<file path="config.mk">
export PLATFORM = sky130hd
export DESIGN_NAME = tpf_top
export DESIGN_NICKNAME = d
export VERILOG_FILES = /design/src/logic/tpf_pkg.sv /design/src/logic/tpf_sync_if.sv /design/src/logic/tpf_top.sv /design/src/logic/tpf_edge_sync.sv
export SDC_FILE = /design/constraint.sdc
export NUM_CORES = 1
export LEC_CHECK = 0
export ABC_CLOCK_PERIOD_IN_PS = 2900
export CAP_MARGIN = 20
export CORE_UTILIZATION = 40
export CTS_BUF_LIST = sky130_fd_sc_hd__clkbuf_16
export CTS_CLUSTER_DIAMETER = 30
export DETAILED_ROUTE_END_ITERATION = 8
export DONT_BUFFER_PORTS = 1
export GPL_ROUTABILITY_DRIVEN = 0
export PLACE_DENSITY = 0.64
export SYNTH_ARGS = -nofsm -noshare
export SYNTH_HDL_FRONTEND = slang
export SYNTH_SLANG_ARGS = --single-unit
export TNS_END_PERCENT = 10
</file>
<file path="constraint.sdc">
create_clock -name aclk -period 2.9 [get_ports aclk]
set_input_delay 0.145 -clock aclk [delete_from_list [all_inputs] [get_ports aclk]]
set_output_delay 0.145 -clock aclk [all_outputs]
set_load 0.01 [all_outputs]
</file>
<file path="src/logic/tpf_pkg.sv">
package tpf_pkg;
   // Register byte addresses on the AXI4-Lite slave
   localparam logic [7:0] ADDR_MODE = 8'h00;
   localparam logic [7:0] ADDR_WIDTH_HI = 8'h04;
   localparam logic [7:0] ADDR_WIDTH_LO = 8'h08;
   localparam logic [7:0] ADDR_DELAY_COUNT = 8'h0C;
   localparam logic [7:0] ADDR_PRESCALE = 8'h10;
   localparam logic [7:0] ADDR_INT_CONFIG = 8'h14;
   localparam logic [7:0] ADDR_STATUS = 8'h18;
   // Mode register fields
   localparam int POS_SENSE = 0;
   localparam int POS_MODE_LO = 2;
   localparam int POS_MODE_HI = 3;
   localparam int POS_SRC_SEL = 4;
   localparam int POS_RUN = 5;
   localparam int POS_SHARE = 6;
   localparam int POS_RELEASE = 7;
   // Interrupt configuration field
   localparam int POS_INT_LO = 3;
   localparam int POS_INT_HI = 5;
   // Reset values
   localparam logic [7:0] MODE_RESET = 8'h00;
   localparam logic [7:0] WIDTH_HI_RESET = 8'h00;
   localparam logic [7:0] WIDTH_LO_RESET = 8'h00;
   localparam logic [7:0] DELAY_RESET = 8'h00;
   localparam logic [15:0] PRESCALE_RESET = 16'h0000;
   localparam logic [7:0] INT_CFG_RESET = 8'h00;
   // Pulse train
   localparam logic [3:0] PULSE_COUNT = 4'h8;
   localparam logic [4:0] HALF_PERIODS = 5'h10;
   // Interrupt selections
   localparam logic [2:0] INT_NONE = 3'h0;
   localparam logic [2:0] INT_SYNC_A_RISE = 3'h1;
   localparam logic [2:0] INT_SYNC_B_FALL = 3'h2;
   localparam logic [2:0] INT_SYNC_A_BOTH = 3'h3;
   localparam logic [2:0] INT_FIRST_PULSE = 3'h4;
   typedef enum logic [1:0] {ST_IDLE, ST_DELAY, ST_TRAIN} tpf_state_t;
endpackage

</file>
<file path="src/logic/tpf_sync_if.sv">
`timescale 1ns/10ps
interface tpf_sync_if;
   logic level;
   logic rise;
   logic fall;
   modport src (output level, output rise, output fall);
   modport dst (input level, input rise, input fall);
endinterface

</file>
<file path="src/logic/tpf_top.sv">
`timescale 1ns/10ps
// Summary of operation
// - Firing delay is proportional to the software delay count.
// - Share bit set makes sync B equal to sync A internally.
// - Delay equals count times clock period times prescaler plus one.
// - After the delay, eight firing pulses are emitted.
// - Each half pulse lasts the 16-bit width value in clock cycles.
// - Pulses have equal high and low times.
// - Width changes take effect only after a peripheral reset.
// - Sense bit zero gives active-high pulses, one gives active-low.
// - Interrupt choices: none, A rise, B fall, A both, first pulse.
// - Zero width keeps output inactive but still raises the pulse event.
// - Sources active only while running; interrupt config bits 5..3 select them.
// - Mode bits 3..2: 00 PWM, 01 burst, 1X phase partialization; only 1X is built, 00 and 01 keep the firing engine idle.
// - Source-select bit picks master clock or sync A for the prescaler.
// - Run bit zero stops firing, one starts it.
// - Release bit zero holds the peripheral in reset.
// - Mode register resets to all zeros.
// - Output pin floats while the release bit is zero.
module tpf_top
   import tpf_pkg::*;
(
   // Clock, reset, enable
   input wire logic aclk,
   input wire logic aresetn,
   input wire logic clk_en,
   // AXI4-Lite write address
   input wire logic [7:0] s_axi_awaddr,
   input wire logic s_axi_awvalid,
   output logic s_axi_awready,
   // AXI4-Lite write data
   input wire logic [31:0] s_axi_wdata,
   input wire logic [3:0] s_axi_wstrb,
   input wire logic s_axi_wvalid,
   output logic s_axi_wready,
   // AXI4-Lite write response
   output logic [1:0] s_axi_bresp,
   output logic s_axi_bvalid,
   input wire logic s_axi_bready,
   // AXI4-Lite read address
   input wire logic [7:0] s_axi_araddr,
   input wire logic s_axi_arvalid,
   output logic s_axi_arready,
   // AXI4-Lite read data
   output logic [31:0] s_axi_rdata,
   output logic [1:0] s_axi_rresp,
   output logic s_axi_rvalid,
   input wire logic s_axi_rready,
   // Mains sync pins
   input wire logic zero_cross_sync_a,
   input wire logic zero_cross_sync_b,
   // Firing pin and event
   output logic firing_output,
   output logic firing_output_oe,
   output logic firing_event
);
   typedef struct packed
   {
      logic [7:0] mode;
      logic [7:0] width_hi;
      logic [7:0] width_lo;
      logic [7:0] delay_cnt;
      logic [15:0] prescale;
      logic [7:0] int_cfg;
      logic aw_got;
      logic [7:0] aw_addr;
      logic w_got;
      logic [31:0] w_data;
      logic [3:0] w_strb;
      logic bvalid;
      logic [1:0] bresp;
      logic rvalid;
      logic [1:0] rresp;
      logic [31:0] rdata;
      tpf_state_t state;
      logic [15:0] width_run;
      logic [15:0] pre_cnt;
      logic [7:0] dly_cnt;
      logic [15:0] half_cnt;
      logic [4:0] half_idx;
      logic pulse_on;
      logic fire;
      logic event_q;
      logic [3:0] trains;
   } tpf_state_reg_t;

   tpf_state_reg_t r_q;
   tpf_state_reg_t r_d;

   tpf_sync_if sync_a_if ();
   tpf_sync_if sync_b_if ();

   // Both pins are asynchronous and pass two flip-flops before any edge is seen
   tpf_edge_sync u_sync_a
   (
      .aclk(aclk),
      .aresetn(aresetn),
      .clk_en(clk_en),
      .pin(zero_cross_sync_a),
      .sync(sync_a_if.src)
   );

   tpf_edge_sync u_sync_b
   (
      .aclk(aclk),
      .aresetn(aresetn),
      .clk_en(clk_en),
      .pin(zero_cross_sync_b),
      .sync(sync_b_if.src)
   );

   logic released;
   logic running;
   logic phase_mode;
   logic b_fall;
   logic zero_cross;
   logic pre_tick;
   logic wr_fire;
   logic [7:0] rd_addr;
   logic [2:0] int_sel;
   logic [7:0] wbyte;

   assign released = r_q.mode[POS_RELEASE];
   assign running = released & r_q.mode[POS_RUN];
   assign phase_mode = r_q.mode[POS_MODE_HI];
   // Shared pin: sync B follows sync A, so its fall is sync A's fall
   assign b_fall = r_q.mode[POS_SHARE] ? sync_a_if.fall : sync_b_if.fall;
   assign zero_cross = sync_a_if.rise | b_fall;
   // External prescaler clock counts rising edges of sync A
   assign pre_tick = r_q.mode[POS_SRC_SEL] ? sync_a_if.rise : clk_en;
   // One answer at a time: a new write waits until the last response has left
   assign wr_fire = r_q.aw_got & r_q.w_got & ~r_q.bvalid;
   assign rd_addr = s_axi_araddr;
   assign int_sel = r_q.int_cfg[POS_INT_HI:POS_INT_LO];
   assign wbyte = r_q.w_data[7:0];

   always_comb
   begin
      r_d = r_q;
      // Write address and data are taken in either order
      if (s_axi_awvalid && !r_q.aw_got)
      begin
         r_d.aw_got = 1'b1;
         r_d.aw_addr = s_axi_awaddr;
      end
      if (s_axi_wvalid && !r_q.w_got)
      begin
         r_d.w_got = 1'b1;
         r_d.w_data = s_axi_wdata;
         r_d.w_strb = s_axi_wstrb;
      end
      if (wr_fire)
      begin
         r_d.bvalid = 1'b1;
         r_d.bresp = 2'b00;
         r_d.aw_got = 1'b0;
         r_d.w_got = 1'b0;
         if (r_q.w_strb[0])
         begin
            unique case ({r_q.aw_addr[7:2], 2'b00})
               ADDR_MODE: r_d.mode = wbyte;
               ADDR_WIDTH_HI: r_d.width_hi = wbyte;
               ADDR_WIDTH_LO: r_d.width_lo = wbyte;
               ADDR_DELAY_COUNT: r_d.delay_cnt = wbyte;
               ADDR_PRESCALE: r_d.prescale[7:0] = wbyte;
               ADDR_INT_CONFIG: r_d.int_cfg = wbyte;
               ADDR_STATUS: r_d.bresp = 2'b00;
               default: r_d.bresp = 2'b10;
            endcase
         end
         if (r_q.w_strb[1] && {r_q.aw_addr[7:2], 2'b00} == ADDR_PRESCALE)
         begin
            r_d.prescale[15:8] = r_q.w_data[15:8];
         end
      end
      if (r_q.bvalid && s_axi_bready)
      begin
         r_d.bvalid = 1'b0;
      end
      // Read data are built here and held until rready
      if (s_axi_arvalid && !r_q.rvalid)
      begin
         r_d.rvalid = 1'b1;
         r_d.rresp = 2'b00;
         r_d.rdata = 32'h0000_0000;
         unique case ({rd_addr[7:2], 2'b00})
            ADDR_MODE: r_d.rdata[7:0] = r_q.mode;
            ADDR_WIDTH_HI: r_d.rdata[7:0] = r_q.width_hi;
            ADDR_WIDTH_LO: r_d.rdata[7:0] = r_q.width_lo;
            ADDR_DELAY_COUNT: r_d.rdata[7:0] = r_q.delay_cnt;
            ADDR_PRESCALE: r_d.rdata[15:0] = r_q.prescale;
            ADDR_INT_CONFIG: r_d.rdata[7:0] = r_q.int_cfg;
            // Status: trains started, pulse level, engine state
            ADDR_STATUS: r_d.rdata[7:0] = {r_q.trains, r_q.pulse_on, 1'b0, r_q.state};
            default: r_d.rresp = 2'b10;
         endcase
      end
      else if (r_q.rvalid && s_axi_rready)
      begin
         r_d.rvalid = 1'b0;
      end

      // Firing engine
      r_d.event_q = 1'b0;
      if (!clk_en)
      begin
         // Frozen engine; only the event flag drops, so it never stretches
         r_d.state = r_q.state;
      end
      else if (!released)
      begin
         // Held in reset; width is sampled only here
         r_d.state = ST_IDLE;
         r_d.width_run = {r_q.width_hi, r_q.width_lo};
         r_d.pulse_on = 1'b0;
         r_d.trains = 4'h0;
      end
      else if (!running || !phase_mode)
      begin
         r_d.state = ST_IDLE;
         r_d.pulse_on = 1'b0;
      end
      else
      begin
         // A new crossing restarts the delay even mid-train
         if (zero_cross)
         begin
            r_d.state = ST_DELAY;
            r_d.pre_cnt = 16'h0000;
            r_d.dly_cnt = 8'h00;
            r_d.pulse_on = 1'b0;
         end
         else
         begin
            unique case (r_q.state)
               ST_IDLE: r_d.state = ST_IDLE;
               ST_DELAY:
               begin
                  if (r_q.dly_cnt == r_q.delay_cnt)
                  begin
                     // Delay done: first pulse edge and its event
                     r_d.state = ST_TRAIN;
                     r_d.event_q = 1'b1;
                     r_d.half_cnt = 16'h0001;
                     r_d.half_idx = 5'h01;
                     r_d.pulse_on = (r_q.width_run != 16'h0000);
                     r_d.trains = r_q.trains + 4'h1;
                  end
                  else if (pre_tick)
                  begin
                     if (r_q.pre_cnt == r_q.prescale)
                     begin
                        r_d.pre_cnt = 16'h0000;
                        r_d.dly_cnt = r_q.dly_cnt + 8'h01;
                     end
                     else
                     begin
                        r_d.pre_cnt = r_q.pre_cnt + 16'h0001;
                     end
                  end
               end
               ST_TRAIN:
               begin
                  if (r_q.width_run == 16'h0000)
                  begin
                     // Zero width: the event was raised, no pulse follows
                     r_d.state = ST_IDLE;
                  end
                  else if (r_q.half_cnt == r_q.width_run)
                  begin
                     r_d.half_cnt = 16'h0001;
                     if (r_q.half_idx == HALF_PERIODS)
                     begin
                        // Sixteen halves give eight pulses
                        r_d.state = ST_IDLE;
                        r_d.pulse_on = 1'b0;
                     end
                     else
                     begin
                        r_d.half_idx = r_q.half_idx + 5'h01;
                        r_d.pulse_on = ~r_q.pulse_on;
                     end
                  end
                  else
                  begin
                     r_d.half_cnt = r_q.half_cnt + 16'h0001;
                  end
               end
               default: r_d.state = ST_IDLE;
            endcase
         end
      end
      // Registered pin level; a polarity change still shows in the next cycle
      r_d.fire = r_d.pulse_on ^ r_d.mode[POS_SENSE];
   end

   always_ff @(posedge aclk)
   begin
      if (!aresetn)
      begin
         // Configuration comes back to the package reset values
         r_q <= '0;
         r_q.mode <= MODE_RESET;
         r_q.width_hi <= WIDTH_HI_RESET;
         r_q.width_lo <= WIDTH_LO_RESET;
         r_q.delay_cnt <= DELAY_RESET;
         r_q.prescale <= PRESCALE_RESET;
         r_q.int_cfg <= INT_CFG_RESET;
         r_q.state <= ST_IDLE;
      end
      else
      begin
         r_q <= r_d;
      end
   end

   // The bus stays live while clk_en is low, so no handshake is ever lost
   assign s_axi_awready = ~r_q.aw_got;
   assign s_axi_wready = ~r_q.w_got;
   assign s_axi_bvalid = r_q.bvalid;
   assign s_axi_bresp = r_q.bresp;
   assign s_axi_arready = ~r_q.rvalid;
   assign s_axi_rvalid = r_q.rvalid;
   assign s_axi_rdata = r_q.rdata;
   assign s_axi_rresp = r_q.rresp;

   assign firing_output = r_q.fire;
   assign firing_output_oe = released;

   always_comb
   begin
      // Sync events are combinational; the first-pulse event comes from a flop
      unique case (int_sel)
         INT_SYNC_A_RISE: firing_event = clk_en & running & sync_a_if.rise;
         INT_SYNC_B_FALL: firing_event = clk_en & running & b_fall;
         INT_SYNC_A_BOTH: firing_event = clk_en & running & (sync_a_if.rise | sync_a_if.fall);
         INT_FIRST_PULSE: firing_event = r_q.event_q;
         default: firing_event = 1'b0;
      endcase
   end
endmodule

</file>
<file path="src/logic/tpf_edge_sync.sv">
`timescale 1ns/10ps
module tpf_edge_sync
   import tpf_pkg::*;
(
   // Clock and reset
   input wire logic aclk,
   input wire logic aresetn,
   input wire logic clk_en,
   // Pin and detected edges
   input wire logic pin,
   tpf_sync_if.src sync
);
   typedef struct packed
   {
      logic s1;
      logic s2;
      logic s3;
   } tpf_esync_t;
   tpf_esync_t r_q;
   tpf_esync_t r_d;
   always_comb
   begin
      r_d = r_q;
      r_d.s1 = pin;
      r_d.s2 = r_q.s1;
      r_d.s3 = r_q.s2;
   end
   always_ff @(posedge aclk)
   begin
      if (!aresetn)
      begin
         r_q <= '0;
      end
      else if (clk_en)
      begin
         r_q <= r_d;
      end
   end
   // Edges are looked for only after the second stage
   assign sync.level = r_q.s2;
   assign sync.rise = clk_en & r_q.s2 & ~r_q.s3;
   assign sync.fall = clk_en & ~r_q.s2 & r_q.s3;
endmodule

</file>
Yosys cells after proc, flatten, opt, wreduce, memory -nomap -nowiden
Cells that the tools add are included.
W data, S select, Z words.
- flip-flop bits (word level): 182
- logic and storage cells: 194
- output and inout bits: 44
- input port bits: 62
- reduce and logical (&&, ||, !) cells: 40
- multiplexer cells: 51
- equality and inequality tests: 34
- bitwise operators: 30
- add/sub/neg operators: 5
- operators by type and width (kind ; count):
    $mux W24 ; 4
    $mux W8 ; 8
    $pmux W8 S7 ; 1
    $mux W50 ; 1
    $mux W16 ; 3
    $mux W22 ; 2
    $pmux W22 S2 ; 1
    $eq A6 B3 Y1 const B ; 6
    $add A16 B1 Y16 const B ; 2
    $eq A16 B16 Y1 ; 2
    $mux W25 ; 1
    $eq A6 B2 Y1 const B ; 4
    $mux W2 ; 10
    $reduce_and A3 Y1 ; 6
    $logic_not A16 Y1 ; 1
    $mux W4 ; 4
    $reduce_bool A16 Y1 ; 1
    $ne A2 B2 Y1 const B ; 7
    $not A1 Y1 ; 14
    $reduce_and A7 Y1 ; 2
    $reduce_or A7 Y1 ; 2
    $and A1 B1 Y1 ; 13
    $eq A6 B1 Y1 const B ; 2
    $logic_not A6 Y1 ; 2
    other kinds (32) ; 61

Logic depth before layout (Yosys ltp)
- word-level depth: 10
- mapped depth: 9
- mapped depth without buffers: 8

By module
From an unflattened synthesis, not the netlist that was laid out.
- cell total of the unflattened synthesis: 967
- area, all modules: 8341.8 um2
- modules (own cells, without submodules) (module ; times used ; area an instance (um2) ; cells each):
    tpf_top ; 1 ; 8094.0 ; 943
    tpf_edge_sync ; 2 ; 123.9 ; 12

Worst setup path before layout
Ideal clock, no wire load.
- kind: reg-to-reg
- from: register r_q[67] (netlist name)
- to: register r_q (netlist bit firing_output)
- slack: 0.809 ns
- path buffers: 1
- data arrival time: 1.971 ns
- cell stages (with the launch flop): 7
- data required time: 2.779 ns
- cells stage by stage: dfxtp_1 nor4_1 a41o_1 clkbuf_1 nor3_1 a221oi_1 mux2_2
- cells in the longest elaborated chain, start to end: 9
- RTL lines (item ; line ; text):
    start: declaration ; tpf_top.sv:87 ; tpf_state_reg_t r_q;
    start signal: assignment ; tpf_top.sv:313 ; r_q <= r_d;
    $eq A16 B16 Y1 ; tpf_top.sv:269 ; else if (r_q.half_cnt == r_q.width_run)
    $mux W6 ; tpf_top.sv:269 ;
    $mux W22 ; tpf_top.sv:264 ; if (r_q.width_run == 16'h0000)
    $pmux W22 S2 * ; tpf_top.sv:235 ; unique case (r_q.state)
    $mux W1 * ; tpf_top.sv:226 ; if (zero_cross)
    $mux W1 * ; tpf_top.sv:218 ; else if (!running || !phase_mode)
    $mux W1 * ; tpf_top.sv:210 ; else if (!released)
    $mux W1 * ; tpf_top.sv:205 ; if (!clk_en)
    $xor A1 B1 Y1 * ; tpf_top.sv:294 ; r_d.fire = r_d.pulse_on ^ r_d.mode[POS_SENSE];
Mark *: on every way between the ends. The rest lies on a longest branch, timed or not. The select of a mux whose other input is x is not followed.
A chain may end at the register's enable or synchronous reset.

Final worst setup path
- from: register r_q[180] (netlist name)
- to: register r_q[17] (netlist name)
- cells in the longest elaborated chain, start to end: 3
- RTL lines (item ; line ; text):
    $eq A8 B8 Y1 ; tpf_top.sv:239 ; if (r_q.dly_cnt == r_q.delay_cnt)
    $ne A2 B2 Y1 (no source line) ; -- ;
    $reduce_and A7 Y1 (no source line) ; -- ;
Every way passes these cells.

==> flow_summary.json <==
{
  "status": "finished clean",
  "grtUsageTotal_pct": 20.9,
  "synth_ff_type": "dfxtp_1",
  "syn_area_sq_um": 8600,
  "grt_max_degree": 59,
  "synth_top_family_by_area": "simple AND/OR/NAND/NOR gates",
  "drtPass1Iterations": 4,
  "end_kind": "flip-flop",
  "clock_skew_ns": 0.00915,
  "wl_microns": 22100,
  "clock_sinks": 178,
  "cts_setup_buffers": 0,
  "setup_viol": 0,
  "dieArea_sq_um": 22100,
  "initial_utilization_pct": 40.9,
  "postRouteAntennaNets": 0,
  "top_usage_layer": "met2",
  "leakagePower_nw": 3.68,
  "fin_nets": 1083,
  "synth_area_per_cell_sq_um": 8.55,
  "ys_seq_area_share_pct": 41.4,
  "cts_made_buffers": 17,
  "synth_simple_gate_area_share_pct": 22.3,
  "cts_max_path_buffers": 2,
  "grt_pass1_wl_microns": 35700,
  "ys_async_sr_fraction_pct": 0,
  "via_per_inst": 5.46,
  "worstPathRequired_ns": 3.28,
  "drive_gt1_share_pct": 7.60,
  "worstSetupPathType": "reg2reg",
  "clkSlewWorstSetupHoldPaths_ns": 0.08,
  "placed_cells_incl_taps": 1234,
  "synth.area.mux_share_pct": 10.4,
  "grt.met2_usage_pct": 32.9,
  "dp_hpwl_microns": 15300,
  "grt_overflow_total": 0,
  "fin_crit_sh_pct": 85.8,
  "antenna_found_initial": 0,
  "route.detailed.drc": 0,
  "cp_data_arrival_time_ns": 2.86,
  "drv_cap": 0,
  "port_buffers": 0,
  "synth_edf_count": 0,
  "first_iter_violations": 442,
  "hold_violations": 0,
  "crit_fanout": 17,
  "synth.distinct_cells": 61,
  "synthToLayoutAreaGrowth_pct": 12.3,
  "die_y_microns": 149,
  "synth-compound-area-share_pct": 12.2,
  "diodes": 0,
  "slew_violations": 0,
  "setup_ws_ns": 0.413,
  "met1_usage_pct": 27.7,
  "grt.met3_usage_pct": 3.65,
  "grt_pass1_vias": 6709,
  "clock.fmax_mhz": 402,
  "die_w_microns": 149,
  "setup_tns_ns": 0,
  "fill_cells": 2039,
  "root_buffer": "clkbuf_16",
  "grt_setup_unrepaired": "false",
  "cp-start-kind": "flip-flop",
  "min_period_ns": 2.49,
  "htree_levels": 4,
  "route.vias.total": 7100,
  "hp-class": "in2reg",
  "synthTopCellsByArea": "dfxtp_1, mux2i_1, nand2_1, nor2_1, a21oi_1",
  "yosys_warnings": 0,
  "ys_ff_latch": 178,
  "synth_top_area_share_pct": 41.4,
  "syn-instance-count": 1006,
  "core_sq_um": 21000,
  "peakVddDrop_v": 0.000416,
  "ioPinCount": 106,
  "pwr_density_cell_nw_per_um2": 521,
  "rows": 53,
  "insertion_delay_ns": 0.44,
  "wl_per_cell_microns": 17.0,
  "max_slew.worst_pin.slew_ns": 0.773,
  "yosysTopAreaCell": "dfxtp_1",
  "post-place-ws_ns": 0.412,
  "cts_tree": "yes",
  "synth-xor-area-share_pct": 6.11,
  "synth_adder_area_share_pct": 1.16,
  "final_cells": 1301,
  "slew_headroom_pct": 48.3
}
placed cells by master, fill, tap and decap left out, types with 6 or more instances in the layout:
master	instances
or4_1	6
conb_1	18
clkbuf_16	17
a31oi_1	6
a221oi_1	7
dfxtp_1	178
ha_1	8
xor2_1	30
and3_1	10
nor2b_1	7
nand2_1	126
dlygate4sd3_1	35
nand2b_1	7
nor4_1	10
mux2i_1	78
a21o_1	10
nor2_1	111
a21oi_1	76
o21ai_0	23
or2_2	6
nor3_1	20
a211oi_1	8
nand3_1	40
nand4_1	21
or3_1	8
buf_4	24
inv_1	18
xnor2_1	30
per-stage QoR:
step                      instance area (sq um)  hold slack, ns  utilization, %  total power, mW
after global placement                     8720           0.246            41.5             2.74
after floorplan                            8670           0.244               -             2.73
after global routing                       9660          0.0427            45.9             5.20
after detailed placement                   8720           0.256            41.5             2.75
after CTS                                  9660          0.0241            45.9             5.07
final                                      9660          0.0408            45.9             5.03
final cells by class:
class,count,area [sq um],share of cell area (%)
Clock buffer,17,425,4.40
Inverter,19,73.8,0.764
Timing Repair Buffer,59,531,5.49
Clock inverter,15,163,1.68
Sequential cell,178,3560,36.9
Tap cell,275,344,3.56
Multi-Input combinational cell,738,4560,47.2
synthesized netlist by cell type, types with 4 or more instances:
library cell,n
or4_1,6
xor2_1,30
inv_1,18
o21a_1,4
or2_2,6
buf_1,7
mux2_2,4
clkbuf_1,39
a21oi_1,76
o31ai_1,5
a211oi_1,8
nand3_1,40
nor4_1,10
nand4_1,21
nand2_1,126
nand2b_1,7
a2111oi_0,4
nor3b_1,5
a222oi_1,5
or3_1,8
and2_1,5
buf_2,6
dfxtp_1,178
a221oi_1,7
buf_4,36
and3_1,10
a31oi_1,6
a21o_1,10
nor2b_1,7
mux2i_1,78
nor3_1,20
nand4b_1,5
nor2_1,111
ha_1,8
xnor2_1,30
and4_1,4
o21ai_0,23
worst max-delay path, stage by stage, from the launching register on:
cell,delay (ns)
dfxtp_1,0.46
xor2_1,0.12
nor4_2,0.36
buf_4,0.20
a21o_1,0.14
nand3_1,0.42
or4_1,0.57
a21oi_1,0.15
final timing paths:
path / slack, ns / startpoint / end / cells after the start
min reg2reg: 0.46 / r_q[127] / r_q[127] / 2
max: 0.41 / r_q[180] / r_q[17] / 7
max reg2reg: 0.41 / r_q[180] / r_q[17] / 7
min: 0.04 / aresetn / r_q[23] / 3
logic make-up (layout without fill, tap and decap cells):
logic type | Yosys count | after routing
flops | 178 | 178
other cells | 1 | 18
mux | 85 | 85
xor+xnor | 60 | 60
simple gates | 401 | 401
fa+ha+maj | 8 | 8
buf+inv | 107 | 110
compound gates | 166 | 166
power by group:
| part | switching [mW] | internal, mW | total [mW] |
|---|---|---|---|
| Clock | 1.13 | 1.16 | 2.29 |
| Combinational | 0.141 | 0.0880 | 0.229 |
| Sequential | 0.0395 | 2.47 | 2.51 |
| Total | 1.31 | 3.72 | 5.03 |
repair_timing:
item                                    4_1_cts  5_1_grt
hold buffers                                 35        0
endpoints found under the setup margin        0        0
hold endpoints to repair                     66        0
gates resized for setup                       0        0
metal layers:
metal  part of all wire [%]  vias up
met5                      0        -
met3                    4.8       44
li1                       -     3506
met4                    3.1        0
met1                     46     3336
met2                     46      214
registers in the layout, summed over array words and instances, names as in the netlist:
signal,cells
s_axi_bvalid,1
firing_output_oe,1
phase_mode,1
u_sync_b.r_d,1
s_axi_rdata,16
u_sync_a.sync.level,1
u_sync_b.sync.level,1
s_axi_bresp,1
firing_output,1
r_q,146
u_sync_b.r_q,1
s_axi_rvalid,1
int_sel,3
u_sync_a.r_q,1
s_axi_rresp,1
u_sync_a.r_d,1
No activity file was read; power rests on OpenSTA's default activity.
